===== config.mk =====
export PLATFORM = sky130hd
export DESIGN_NAME = fri_host
export DESIGN_NICKNAME = d
export VERILOG_FILES = /design/src/design/fri_pkg.sv /design/src/design/fri_shift_if.sv /design/src/design/fri_shifter.sv /design/src/design/fri_host.sv
export VERILOG_INCLUDE_DIRS = /design/src /design/src/design
export SDC_FILE = /design/constraint.sdc
export NUM_CORES = 1
export LEC_CHECK = 0
export BUFFER_PORTS_ARGS = -buffer_cell sky130_fd_sc_hd__buf_2
export CORE_MARGIN = 5
export CORE_UTILIZATION = 68
export CTS_BUF_LIST = sky130_fd_sc_hd__clkbuf_4
export DETAILED_ROUTE_END_ITERATION = 10
export GPL_TIMING_DRIVEN = 0
export MAX_ROUTING_LAYER = met4
export PLACE_DENSITY = 0.88
export SYNTH_ARGS = -nofsm -noshare
export SYNTH_HDL_FRONTEND = slang
export SYNTH_SLANG_ARGS = --single-unit

===== constraint.sdc =====
create_clock -name core_clk -period 3.7 [get_ports core_clk]
set_input_delay 0.925 -clock core_clk [delete_from_list [all_inputs] [get_ports core_clk]]
set_output_delay 0.925 -clock core_clk [all_outputs]
set_load 0.02 [all_outputs]

===== src/design/fri_defs.svh =====
// constants for the serial flash resume, power-down and id host controller
// ----------------------------------------------------------------------------
// Contract
// resume accepted only when suspended and idle
// resume clears suspend, busy within 200ns
// resume ignored otherwise, state unchanged
// resume ignored after power loss in suspend
// host waits suspend spacing after resume
// power-down needs chip select after eighth bit
// device enters power-down within entry time
// power-down accepts only the release opcode
// device powers up in normal operation
// host holds chip select high for wake time
// device id: opcode, three dummy bytes, msb first
// device id repeats until chip select rises
// release with id waits wake-with-id time
// release and id ignored while busy
// manufacturer id: opcode, zero 24-bit address
// manufacturer and device id alternate continuously
// dual id read: two bits per clock
// quad id read: four bits per clock
// dual and quad mode byte upper nibble ones
// unique id: opcode, four dummy bytes, 64 bits
// suspend accepted only while busy, not suspended
// suspend sets flag, busy clears within suspend time
// ----------------------------------------------------------------------------
`ifndef FRI_DEFS_SVH
`define FRI_DEFS_SVH
// opcodes
`define FRI_OPC_RESUME 8'h7A
`define FRI_OPC_SUSPEND 8'h75
`define FRI_OPC_PDOWN 8'hB9
`define FRI_OPC_RELEASE 8'hAB
`define FRI_OPC_MFR 8'h90
`define FRI_OPC_MFR2 8'h92
`define FRI_OPC_MFR4 8'h94
`define FRI_OPC_UID 8'h4B
// phase lengths in serial clocks
`define FRI_OPC_CLKS 7'h08
`define FRI_DEVID_DUMMY 7'h18
`define FRI_ADDR1_CLKS 7'h18
`define FRI_ADDR2_CLKS 7'h10
`define FRI_ADDR4_CLKS 7'h08
`define FRI_UID_DUMMY 7'h20
`define FRI_QUAD_DUMMY 7'h04
`define FRI_ID1_CLKS 7'h08
`define FRI_MFR1_CLKS 7'h10
`define FRI_MFR2_CLKS 7'h08
`define FRI_MFR4_CLKS 7'h04
`define FRI_UID_CLKS 7'h40
// address word with continuous read mode byte Fxh
`define FRI_ADDR_MODE 32'h000000F0
// timing, in ns, and derived 200 MHz cycle counts (least times round up)
`define FRI_CLK_MHZ 200
`define FRI_TSUS_NS 20000
`define FRI_TDP_NS 3000
`define FRI_WAKE_TIME_NS 3000
`define FRI_WAKE_WITH_ID_TIME_NS 1800
`define FRI_TCSH_NS 50
`define FRI_CYC(ns) (((ns) * `FRI_CLK_MHZ + 999) / 1000)
`define FRI_TSUS_CYC 12'(`FRI_CYC(`FRI_TSUS_NS))
`define FRI_TDP_CYC 12'(`FRI_CYC(`FRI_TDP_NS))
`define FRI_WAKE_TIME_CYC 12'(`FRI_CYC(`FRI_WAKE_TIME_NS))
`define FRI_WAKE_WITH_ID_TIME_CYC 12'(`FRI_CYC(`FRI_WAKE_WITH_ID_TIME_NS))
`define FRI_TCSH_CYC 12'(`FRI_CYC(`FRI_TCSH_NS))
// pin reset values: io0 and hold/wp driven high, io1 released
`define FRI_IO_IDLE 4'hF
`define FRI_OE_IDLE 4'hD
`endif


===== src/design/fri_pkg.sv =====
// types of the flash resume, power-down and id host controller
`default_nettype none
package fri_pkg;
  typedef enum logic [3:0] {
    FRI_OP_RESUME, FRI_OP_SUSPEND, FRI_OP_PDOWN, FRI_OP_RELEASE, FRI_OP_DEV_ID,
    FRI_OP_MFR_ID, FRI_OP_MFR_ID2, FRI_OP_MFR_ID4, FRI_OP_UID
  } fri_op_t;
  typedef enum logic [1:0] {FRI_W1, FRI_W2, FRI_W4} fri_wid_t;
  typedef struct packed {
    logic [6:0] nclk;
    fri_wid_t wid;
    logic [31:0] txd;
    logic rx;
    logic last;
  } fri_phase_t;
endpackage : fri_pkg
`default_nettype wire


===== src/design/fri_shift_if.sv =====
// carrier between the command sequencer and the serial shifter
`timescale 1ns/1ps
`default_nettype none
interface fri_shift_if;
  logic start;
  fri_pkg::fri_phase_t ph;
  logic done;
  logic [63:0] rxd;
  modport ctrl (output start, output ph, input done, input rxd);
  modport shift (input start, input ph, output done, output rxd);
endinterface : fri_shift_if
`default_nettype wire


===== src/design/fri_shifter.sv =====
// serial clock divider and lane shifter for one phase of a frame
`timescale 1ns/1ps
`default_nettype none
`include "fri_defs.svh"
module fri_shifter #(
  parameter int HALF = 4
) (
  input wire logic core_clk, // system clock
  input wire logic rst_n, // async reset, active low
  fri_shift_if.shift sif, // phase request and result
  output logic sck, // serial clock
  output logic [3:0] io_out, // lane drive values
  output logic [3:0] io_oe, // lane drive enables
  input wire logic [3:0] io_in // lane pin levels
);
  typedef enum {FRI_S_IDLE, FRI_S_LOW, FRI_S_HIGH} fri_sst_t;
  fri_sst_t st_r;
  logic [3:0] s1_r, s2_r;
  logic [7:0] hcnt_r;
  logic [6:0] cnt_r;
  logic [31:0] sh_r;
  logic [63:0] rxd_r;
  fri_pkg::fri_wid_t wid_r;
  logic rx_r;
  logic done_r;

  // ---------------------------------------------------------------------------
  // lane helpers
  // ---------------------------------------------------------------------------
  function automatic logic [3:0] lane_out(fri_pkg::fri_wid_t w, logic [31:0] d);
    unique case (w)
      fri_pkg::FRI_W1: lane_out = {3'h7, d[31]};
      fri_pkg::FRI_W2: lane_out = {2'h3, d[31:30]};
      fri_pkg::FRI_W4: lane_out = d[31:28];
      default: lane_out = `FRI_IO_IDLE;
    endcase
  endfunction : lane_out

  function automatic logic [3:0] lane_oe(fri_pkg::fri_wid_t w, logic rx);
    unique case (w)
      fri_pkg::FRI_W1: lane_oe = `FRI_OE_IDLE;
      fri_pkg::FRI_W2: lane_oe = rx ? 4'hC : 4'hF;
      fri_pkg::FRI_W4: lane_oe = rx ? 4'h0 : 4'hF;
      default: lane_oe = `FRI_OE_IDLE;
    endcase
  endfunction : lane_oe

  function automatic logic [31:0] shift_tx(fri_pkg::fri_wid_t w, logic [31:0] d);
    unique case (w)
      fri_pkg::FRI_W1: shift_tx = {d[30:0], 1'h0};
      fri_pkg::FRI_W2: shift_tx = {d[29:0], 2'h0};
      default: shift_tx = {d[27:0], 4'h0};
    endcase
  endfunction : shift_tx

  function automatic logic [63:0] shift_rx(fri_pkg::fri_wid_t w, logic [63:0] r, logic [3:0] i);
    unique case (w)
      fri_pkg::FRI_W1: shift_rx = {r[62:0], i[1]};
      fri_pkg::FRI_W2: shift_rx = {r[61:0], i[1:0]};
      default: shift_rx = {r[59:0], i[3:0]};
    endcase
  endfunction : shift_rx

  // ---------------------------------------------------------------------------
  // pin synchroniser: the device answers off our clock, so two flops first
  // ---------------------------------------------------------------------------
  always_ff @(posedge core_clk or negedge rst_n) begin
    if (!rst_n) begin
      s1_r <= 4'h0;
      s2_r <= 4'h0;
    end else begin
      s1_r <= io_in;
      s2_r <= s1_r;
    end
  end

  // divider and shifter; data changes with sck low, sampled as sck rises,
  // so HALF must cover the two-flop delay plus device output time
  always_ff @(posedge core_clk or negedge rst_n) begin
    if (!rst_n) begin
      st_r <= FRI_S_IDLE;
      sck <= 1'b0;
      io_out <= `FRI_IO_IDLE;
      io_oe <= `FRI_OE_IDLE;
      hcnt_r <= 8'h00;
      cnt_r <= 7'h00;
      sh_r <= 32'h0;
      rxd_r <= 64'h0;
      wid_r <= fri_pkg::FRI_W1;
      rx_r <= 1'b0;
      done_r <= 1'b0;
    end else begin
      done_r <= 1'b0;
      unique case (st_r)
        FRI_S_IDLE: if (sif.start) begin
          sh_r <= sif.ph.txd;
          wid_r <= sif.ph.wid;
          rx_r <= sif.ph.rx;
          cnt_r <= sif.ph.nclk;
          hcnt_r <= 8'h00;
          rxd_r <= 64'h0;
          io_out <= lane_out(sif.ph.wid, sif.ph.txd);
          io_oe <= lane_oe(sif.ph.wid, sif.ph.rx);
          st_r <= FRI_S_LOW;
        end
        FRI_S_LOW: if (hcnt_r == 8'(HALF - 1)) begin
          sck <= 1'b1;
          hcnt_r <= 8'h00;
          if (rx_r) rxd_r <= shift_rx(wid_r, rxd_r, s2_r);
          st_r <= FRI_S_HIGH;
        end else begin
          hcnt_r <= hcnt_r + 8'h01;
        end
        FRI_S_HIGH: if (hcnt_r == 8'(HALF - 1)) begin
          sck <= 1'b0;
          hcnt_r <= 8'h00;
          cnt_r <= cnt_r - 7'h01;
          sh_r <= shift_tx(wid_r, sh_r);
          io_out <= lane_out(wid_r, shift_tx(wid_r, sh_r));
          if (cnt_r == 7'h01) begin
            // free the lanes at the last fall: the device may answer right away
            io_oe <= lane_oe(wid_r, 1'b1);
            done_r <= 1'b1;
            st_r <= FRI_S_IDLE;
          end else begin
            st_r <= FRI_S_LOW;
          end
        end else begin
          hcnt_r <= hcnt_r + 8'h01;
        end
      endcase
    end
  end

  assign sif.done = done_r;
  assign sif.rxd = rxd_r;
endmodule : fri_shifter
`default_nettype wire


===== src/design/fri_host.sv =====
// host controller issuing resume, suspend, power-down and id instructions
`timescale 1ns/1ps
`default_nettype none
`include "fri_defs.svh"
module fri_host #(
  parameter int HALF = 4
) (
  input wire logic core_clk, // system clock, 200 MHz
  input wire logic rst_n, // async reset, active low
  input wire logic cmd_valid, // command request
  input wire fri_pkg::fri_op_t cmd_op, // command code
  output logic cmd_ready, // command may be taken
  output logic rsp_valid, // one-cycle completion pulse
  output logic rsp_refused, // completion was a refusal
  output logic [63:0] rsp_data, // id bits, last bit received at lsb
  output logic powered_down, // device believed in power-down
  output logic cs_n, // chip select, active low
  output logic sck, // serial clock
  output logic [3:0] io_out, // lane drive values
  output logic [3:0] io_oe, // lane drive enables
  input wire logic [3:0] io_in // lane pin levels
);
  typedef enum {FRI_H_IDLE, FRI_H_RUN, FRI_H_HOLD} fri_hst_t;
  fri_hst_t st_r;
  fri_pkg::fri_op_t cur_r;
  logic [1:0] step_r;
  logic [11:0] gap_r;
  logic [11:0] sus_guard_r;
  logic start_r;
  fri_pkg::fri_phase_t ph_r;
  logic take;
  logic refuse;

  fri_shift_if sif ();

  fri_shifter #(.HALF(HALF)) u_shift (
    .core_clk(core_clk),
    .rst_n(rst_n),
    .sif(sif.shift),
    .sck(sck),
    .io_out(io_out),
    .io_oe(io_oe),
    .io_in(io_in)
  );

  assign sif.start = start_r;
  assign sif.ph = ph_r;

  // ---------------------------------------------------------------------------
  // frame recipes: one phase per step
  // ---------------------------------------------------------------------------
  function automatic fri_pkg::fri_phase_t mk(logic [6:0] n, fri_pkg::fri_wid_t w,
                                             logic [31:0] d, logic rx, logic last);
    mk = '{nclk: n, wid: w, txd: d, rx: rx, last: last};
  endfunction : mk

  function automatic logic [7:0] opc(fri_pkg::fri_op_t op);
    unique case (op)
      fri_pkg::FRI_OP_RESUME: opc = `FRI_OPC_RESUME;
      fri_pkg::FRI_OP_SUSPEND: opc = `FRI_OPC_SUSPEND;
      fri_pkg::FRI_OP_PDOWN: opc = `FRI_OPC_PDOWN;
      fri_pkg::FRI_OP_MFR_ID: opc = `FRI_OPC_MFR;
      fri_pkg::FRI_OP_MFR_ID2: opc = `FRI_OPC_MFR2;
      fri_pkg::FRI_OP_MFR_ID4: opc = `FRI_OPC_MFR4;
      fri_pkg::FRI_OP_UID: opc = `FRI_OPC_UID;
      default: opc = `FRI_OPC_RELEASE;
    endcase
  endfunction : opc

  function automatic fri_pkg::fri_phase_t recipe(fri_pkg::fri_op_t op, logic [1:0] s);
    logic lone;
    lone = (op == fri_pkg::FRI_OP_RESUME) || (op == fri_pkg::FRI_OP_SUSPEND) ||
           (op == fri_pkg::FRI_OP_PDOWN) || (op == fri_pkg::FRI_OP_RELEASE);
    recipe = mk(`FRI_OPC_CLKS, fri_pkg::FRI_W1, {opc(op), 24'h0}, 1'b0, lone);
    if (s != 2'h0) begin
      unique case (op)
        fri_pkg::FRI_OP_DEV_ID: recipe = (s == 2'h1) ?
          mk(`FRI_DEVID_DUMMY, fri_pkg::FRI_W1, 32'h0, 1'b0, 1'b0) :
          mk(`FRI_ID1_CLKS, fri_pkg::FRI_W1, 32'h0, 1'b1, 1'b1);
        fri_pkg::FRI_OP_MFR_ID: recipe = (s == 2'h1) ?
          mk(`FRI_ADDR1_CLKS, fri_pkg::FRI_W1, 32'h0, 1'b0, 1'b0) :
          mk(`FRI_MFR1_CLKS, fri_pkg::FRI_W1, 32'h0, 1'b1, 1'b1);
        fri_pkg::FRI_OP_MFR_ID2: recipe = (s == 2'h1) ?
          mk(`FRI_ADDR2_CLKS, fri_pkg::FRI_W2, `FRI_ADDR_MODE, 1'b0, 1'b0) :
          mk(`FRI_MFR2_CLKS, fri_pkg::FRI_W2, 32'h0, 1'b1, 1'b1);
        fri_pkg::FRI_OP_MFR_ID4: recipe = (s == 2'h1) ?
          mk(`FRI_ADDR4_CLKS, fri_pkg::FRI_W4, `FRI_ADDR_MODE, 1'b0, 1'b0) :
          (s == 2'h2) ? mk(`FRI_QUAD_DUMMY, fri_pkg::FRI_W4, 32'h0, 1'b1, 1'b0) :
          mk(`FRI_MFR4_CLKS, fri_pkg::FRI_W4, 32'h0, 1'b1, 1'b1);
        default: recipe = (s == 2'h1) ?
          mk(`FRI_UID_DUMMY, fri_pkg::FRI_W1, 32'h0, 1'b0, 1'b0) :
          mk(`FRI_UID_CLKS, fri_pkg::FRI_W1, 32'h0, 1'b1, 1'b1);
      endcase
    end
  endfunction : recipe

  // chip-select-high time after each frame
  function automatic logic [11:0] gap_for(fri_pkg::fri_op_t op, logic pd);
    unique case (op)
      fri_pkg::FRI_OP_PDOWN: gap_for = `FRI_TDP_CYC;
      fri_pkg::FRI_OP_RELEASE: gap_for = `FRI_WAKE_TIME_CYC;
      fri_pkg::FRI_OP_DEV_ID: gap_for = pd ? `FRI_WAKE_WITH_ID_TIME_CYC : `FRI_TCSH_CYC;
      default: gap_for = `FRI_TCSH_CYC;
    endcase
  endfunction : gap_for

  // ---------------------------------------------------------------------------
  // command acceptance
  // ---------------------------------------------------------------------------
  // power-down takes only release and device id; suspend inside the resume spacing is refused
  assign take = cmd_valid && cmd_ready;
  assign refuse = (powered_down && (cmd_op != fri_pkg::FRI_OP_RELEASE) &&
                   (cmd_op != fri_pkg::FRI_OP_DEV_ID)) ||
                  ((cmd_op == fri_pkg::FRI_OP_SUSPEND) && (sus_guard_r != 12'h0));

  // sequencer: chip select, phase launch, gap after frame
  always_ff @(posedge core_clk or negedge rst_n) begin
    if (!rst_n) begin
      st_r <= FRI_H_HOLD;
      cur_r <= fri_pkg::FRI_OP_SUSPEND;
      step_r <= 2'h0;
      gap_r <= 12'h0;
      start_r <= 1'b0;
      ph_r <= '0;
      cs_n <= 1'b1;
      cmd_ready <= 1'b0;
    end else begin
      start_r <= 1'b0;
      unique case (st_r)
        FRI_H_IDLE: if (take && !refuse) begin
          cur_r <= cmd_op;
          step_r <= 2'h0;
          ph_r <= recipe(cmd_op, 2'h0);
          start_r <= 1'b1;
          cs_n <= 1'b0;
          cmd_ready <= 1'b0;
          st_r <= FRI_H_RUN;
        end
        FRI_H_RUN: if (sif.done) begin
          if (ph_r.last) begin
            cs_n <= 1'b1; // rises right after the final bit
            gap_r <= gap_for(cur_r, powered_down);
            st_r <= FRI_H_HOLD;
          end else begin
            step_r <= step_r + 2'h1;
            ph_r <= recipe(cur_r, step_r + 2'h1);
            start_r <= 1'b1;
          end
        end
        FRI_H_HOLD: if (gap_r == 12'h0) begin
          cmd_ready <= 1'b1;
          st_r <= FRI_H_IDLE;
        end else begin
          gap_r <= gap_r - 12'h1; // chip select kept high
        end
      endcase
    end
  end

  // power-down belief: set after entry time, cleared after wake time, or wake-with-id time for device id
  always_ff @(posedge core_clk or negedge rst_n) begin
    if (!rst_n) begin
      powered_down <= 1'b0;
    end else if (st_r == FRI_H_HOLD && gap_r == 12'h0) begin
      if (cur_r == fri_pkg::FRI_OP_PDOWN) powered_down <= 1'b1;
      else if (cur_r == fri_pkg::FRI_OP_RELEASE || cur_r == fri_pkg::FRI_OP_DEV_ID)
        powered_down <= 1'b0;
    end
  end

  // suspend spacing after a resume frame ends
  always_ff @(posedge core_clk or negedge rst_n) begin
    if (!rst_n) begin
      sus_guard_r <= 12'h0;
    end else if (st_r == FRI_H_RUN && sif.done && ph_r.last &&
                 cur_r == fri_pkg::FRI_OP_RESUME) begin
      sus_guard_r <= `FRI_TSUS_CYC;
    end else if (sus_guard_r != 12'h0) begin
      sus_guard_r <= sus_guard_r - 12'h1;
    end
  end

  // completion and refusal report
  always_ff @(posedge core_clk or negedge rst_n) begin
    if (!rst_n) begin
      rsp_valid <= 1'b0;
      rsp_refused <= 1'b0;
      rsp_data <= 64'h0;
    end else begin
      rsp_valid <= 1'b0;
      if (st_r == FRI_H_IDLE && take && refuse) begin
        rsp_valid <= 1'b1;
        rsp_refused <= 1'b1;
      end else if (st_r == FRI_H_RUN && sif.done && ph_r.last) begin
        rsp_valid <= 1'b1;
        rsp_refused <= 1'b0;
        rsp_data <= ph_r.rx ? sif.rxd : 64'h0;
      end
    end
  end

  logic done_last;
  assign done_last = st_r == FRI_H_RUN && sif.done && ph_r.last;
endmodule : fri_host
`default_nettype wire


==> metrics.txt <==
Layout Nets=~1800; number of max-cap violations=0; Critical Path Sink=u_shift.io_out[2]; P&R area growth vs syn=11.5%; area leader, netlist=dfrtp_1; H-tree Lvls=3; Max Clock Skew=0.0390 ns; port buffer count=slightly below 90; post-synthesis cell area=14000 um^2; Static Leak=roughly 7.2 nW; initial antenna violation count=2; crit path time final=3.32 ns; Slowest-stage cell, CP=clkbuf_1; Total GRT Usage=0.316; share of layout cells above drive strength 1=0.133; Mapped Nets=between 1500 and 2000; Overall Power=between 5 and 6 mW; VDD IR max=between 200 and 300 uV; worst setup path startpoint=u_shift.wid_r[1]; hold slack=roughly 0.35 ns; Antenna Nets Post-Route=0; outcome=complete, no violations; via count=~13000; final cell count without fillers=around 2100; Worst Setup Start Kind=flop; crit-path cells=inv_1 > ha_1 > clkbuf_1 > clkbuf_1 > clkbuf_1 > nor2_1 > a221oi_1 > o22ai_1 > mux2_2; Initial Utilization=0.692; sequential share of the synthesized area=0.451; placed insts=2002; fmax=~0.3 GHz; row cnt=52; period utilization=0.898; routability cong.=roughly 0.94; io pins=89; Synth async-reset ratio=1.00; Required @ worst endpoint=~4.3 ns; drt via density=6.34; crit path DAT=around 3.9 ns; Die Y=between 150 and 200 um; Clk pin slew, worst setup/hold paths=roughly 0.07 ns; Clock Sinks=roughly 250; first-pass GRT wire length=approximately 61000 um; r2r startpoint=u_shift.wid_r[1]; gr ovfl total=0; worst-path fanout max=10; cts bufs inserted=66; commonest non-fill, non-tap cell in the layout=dfrtp_1; clock latency on the worst-skew pair=about 0.68 ns; Worst slew margin=0.232; drt first-iter violations=around 1500; setup TNS=0 ns; Post-synth EDFFs=0; maximum clock insertion buffer count=3; dominant cells by area after synthesis=dfrtp_1 43%, o21ai_0 8.2%, a21oi_1 5.3%, nand3_1 5.1%, inv_1 4.3%; syn avg cell area=about 8.5 um^2; post-synthesis cell type count=between 70 and 80; largest stage delay on the critical path=roughly 0.55 ns; r2r setup slk=between 0.3 and 0.4 ns; Critical R2R Capture=u_shift.io_out[2]; HPWL after detailed placement=roughly 25000 um; CP Class=reg2reg; Ys Warns=0; Pre-Repair DR Iteration Count=6; post-synthesis register bit count=between 200 and 300; Core ar.=slightly above 20000 um^2; post-synthesis cell count=roughly 1600; final hold vios=0; vias in the first global route=about 13000; Power per Cell Area=approximately 330 nW/um^2; CP endpoint kind=flop; area share of the largest cell type after synthesis=0.434; final WL=36400 um; Slew @ Worst Pin=1.14 ns; final setup fails=0; WL/cell=roughly 17 um; pre-CTS setup slack=~0.35 ns; DIE WIDTH=153 um; r2r worst-path depth=9; ys flop type=dfrtp_1; Hold Path Class=reg2reg; largest net degree at the start of global routing=129; CTS tree=yes; commonest non-fill, non-tap cells in the layout=243 x dfrtp_1, 230 x o21ai_0, 159 x inv_1, 148 x a21oi_1, 144 x nand2_1; PnR worst setup slack=around 0.38 ns; RSZ-0062 raised after global routing=no; # DRC=0; die area=approximately 24000 um^2; Slew Limit Fails=0; Root Driver=clkbuf_4; crit-path most repeated cell=clkbuf_1
worst min path at each step:
stage                    start               to  cells after the start
3_3_place_gp   u_shift.s1_r[0]  u_shift.s2_r[0]                      0
3_5_place_dp   u_shift.s1_r[2]  u_shift.s2_r[2]                      0
2_1_floorplan  u_shift.s1_r[0]  u_shift.s2_r[0]                      0
6_report       u_shift.s1_r[2]  u_shift.s2_r[2]                      0
4_1_cts               io_in[3]  u_shift.s1_r[3]                      1
5_1_grt               io_in[0]  u_shift.s1_r[0]                      1
layout make-up:
cell class	instances	area (um^2)
antenna	2	5.00
buffer	134	569
clock buffer	94	706
clock inverter	14	82.6
fill	1470	4620
inverter	159	597
multi-input combinational	1098	6520
sequential	252	6320
tap	270	338
timing repair buffer	89	478
cells in the mapped netlist, drive strengths merged (26+ instances only):
cell,instances
o21ai,235
a21oi,149
o2111ai,58
dfrtp,243
nor2b,40
buf,35
nand3,143
inv,159
nor2,41
a311oi,26
clkbuf,99
nand2,144
metal layers:
| layer | track usage | vias up | part of all wire |
|---|---|---|---|
| li1 | - | 6199 | - |
| met1 | 0.405 | 6336 | 0.40 |
| met2 | 0.502 | 736 | 0.48 |
| met3 | 0.0577 | 124 | 0.082 |
| met4 | 0.130 | 0 | 0.036 |
| met5 | - | - | 0 |
sequential cells by signal, summed over array words and instances, names as in the netlist, 3 cells and up:
signal,flops
cur_r,4
gap_r,12
ph_r,18
rsp_data,64
sus_guard_r,12
u_shift.cnt_r,7
u_shift.hcnt_r,8
u_shift.io_oe,3
u_shift.io_out,4
u_shift.s1_r,4
u_shift.s2_r,4
u_shift.sh_r,31
u_shift.sif.rxd,64
kinds of logic after synthesis:
family / Yosys count / share of synthesized area
AOI/OAI and AO/OA: 559 / 0.244
DFF: 252 / 0.451
buffers and inverters: 293 / 0.0833
adders and majority gates: 24 / 0.0215
xor gates and xnor gates: 22 / 0.0138
muxes: 26 / 0.0209
and+or+nand+nor: 467 / 0.166
power by group:
group / switching [mW] / total [mW] / internal [mW]
registers: 0.00137 / 2.76 / 2.76
clock network: 1.12 / 2.35 / 1.23
logic: 0.0647 / 0.0797 / 0.0150
worst max-delay path: cells and delay by family, from the launching register on:
family,cells,cell delay [ns]
compound gates,2,0.56
fa+ha+maj,1,0.15
simple gates,1,0.23
buf+inv,4,1.60
flops,1,0.42
mux,1,0.28
metrics by stage:
stage | cell area [um^2] | util
4_1_cts | 15600 | 0.771
6_report | 15600 | 0.771
2_1_floorplan | 14000 | -
3_3_place_gp | 14800 | 0.730
3_5_place_dp | 14800 | 0.732
5_1_grt | 15600 | 0.771
what timing repair did:
action,in CTS,in global routing
gates resized for setup,0,1
hold buffers,0,0
buffers inserted,0,0
setup endpoints to repair,0,4
Note: power is estimated with default switching activity, not from simulation.
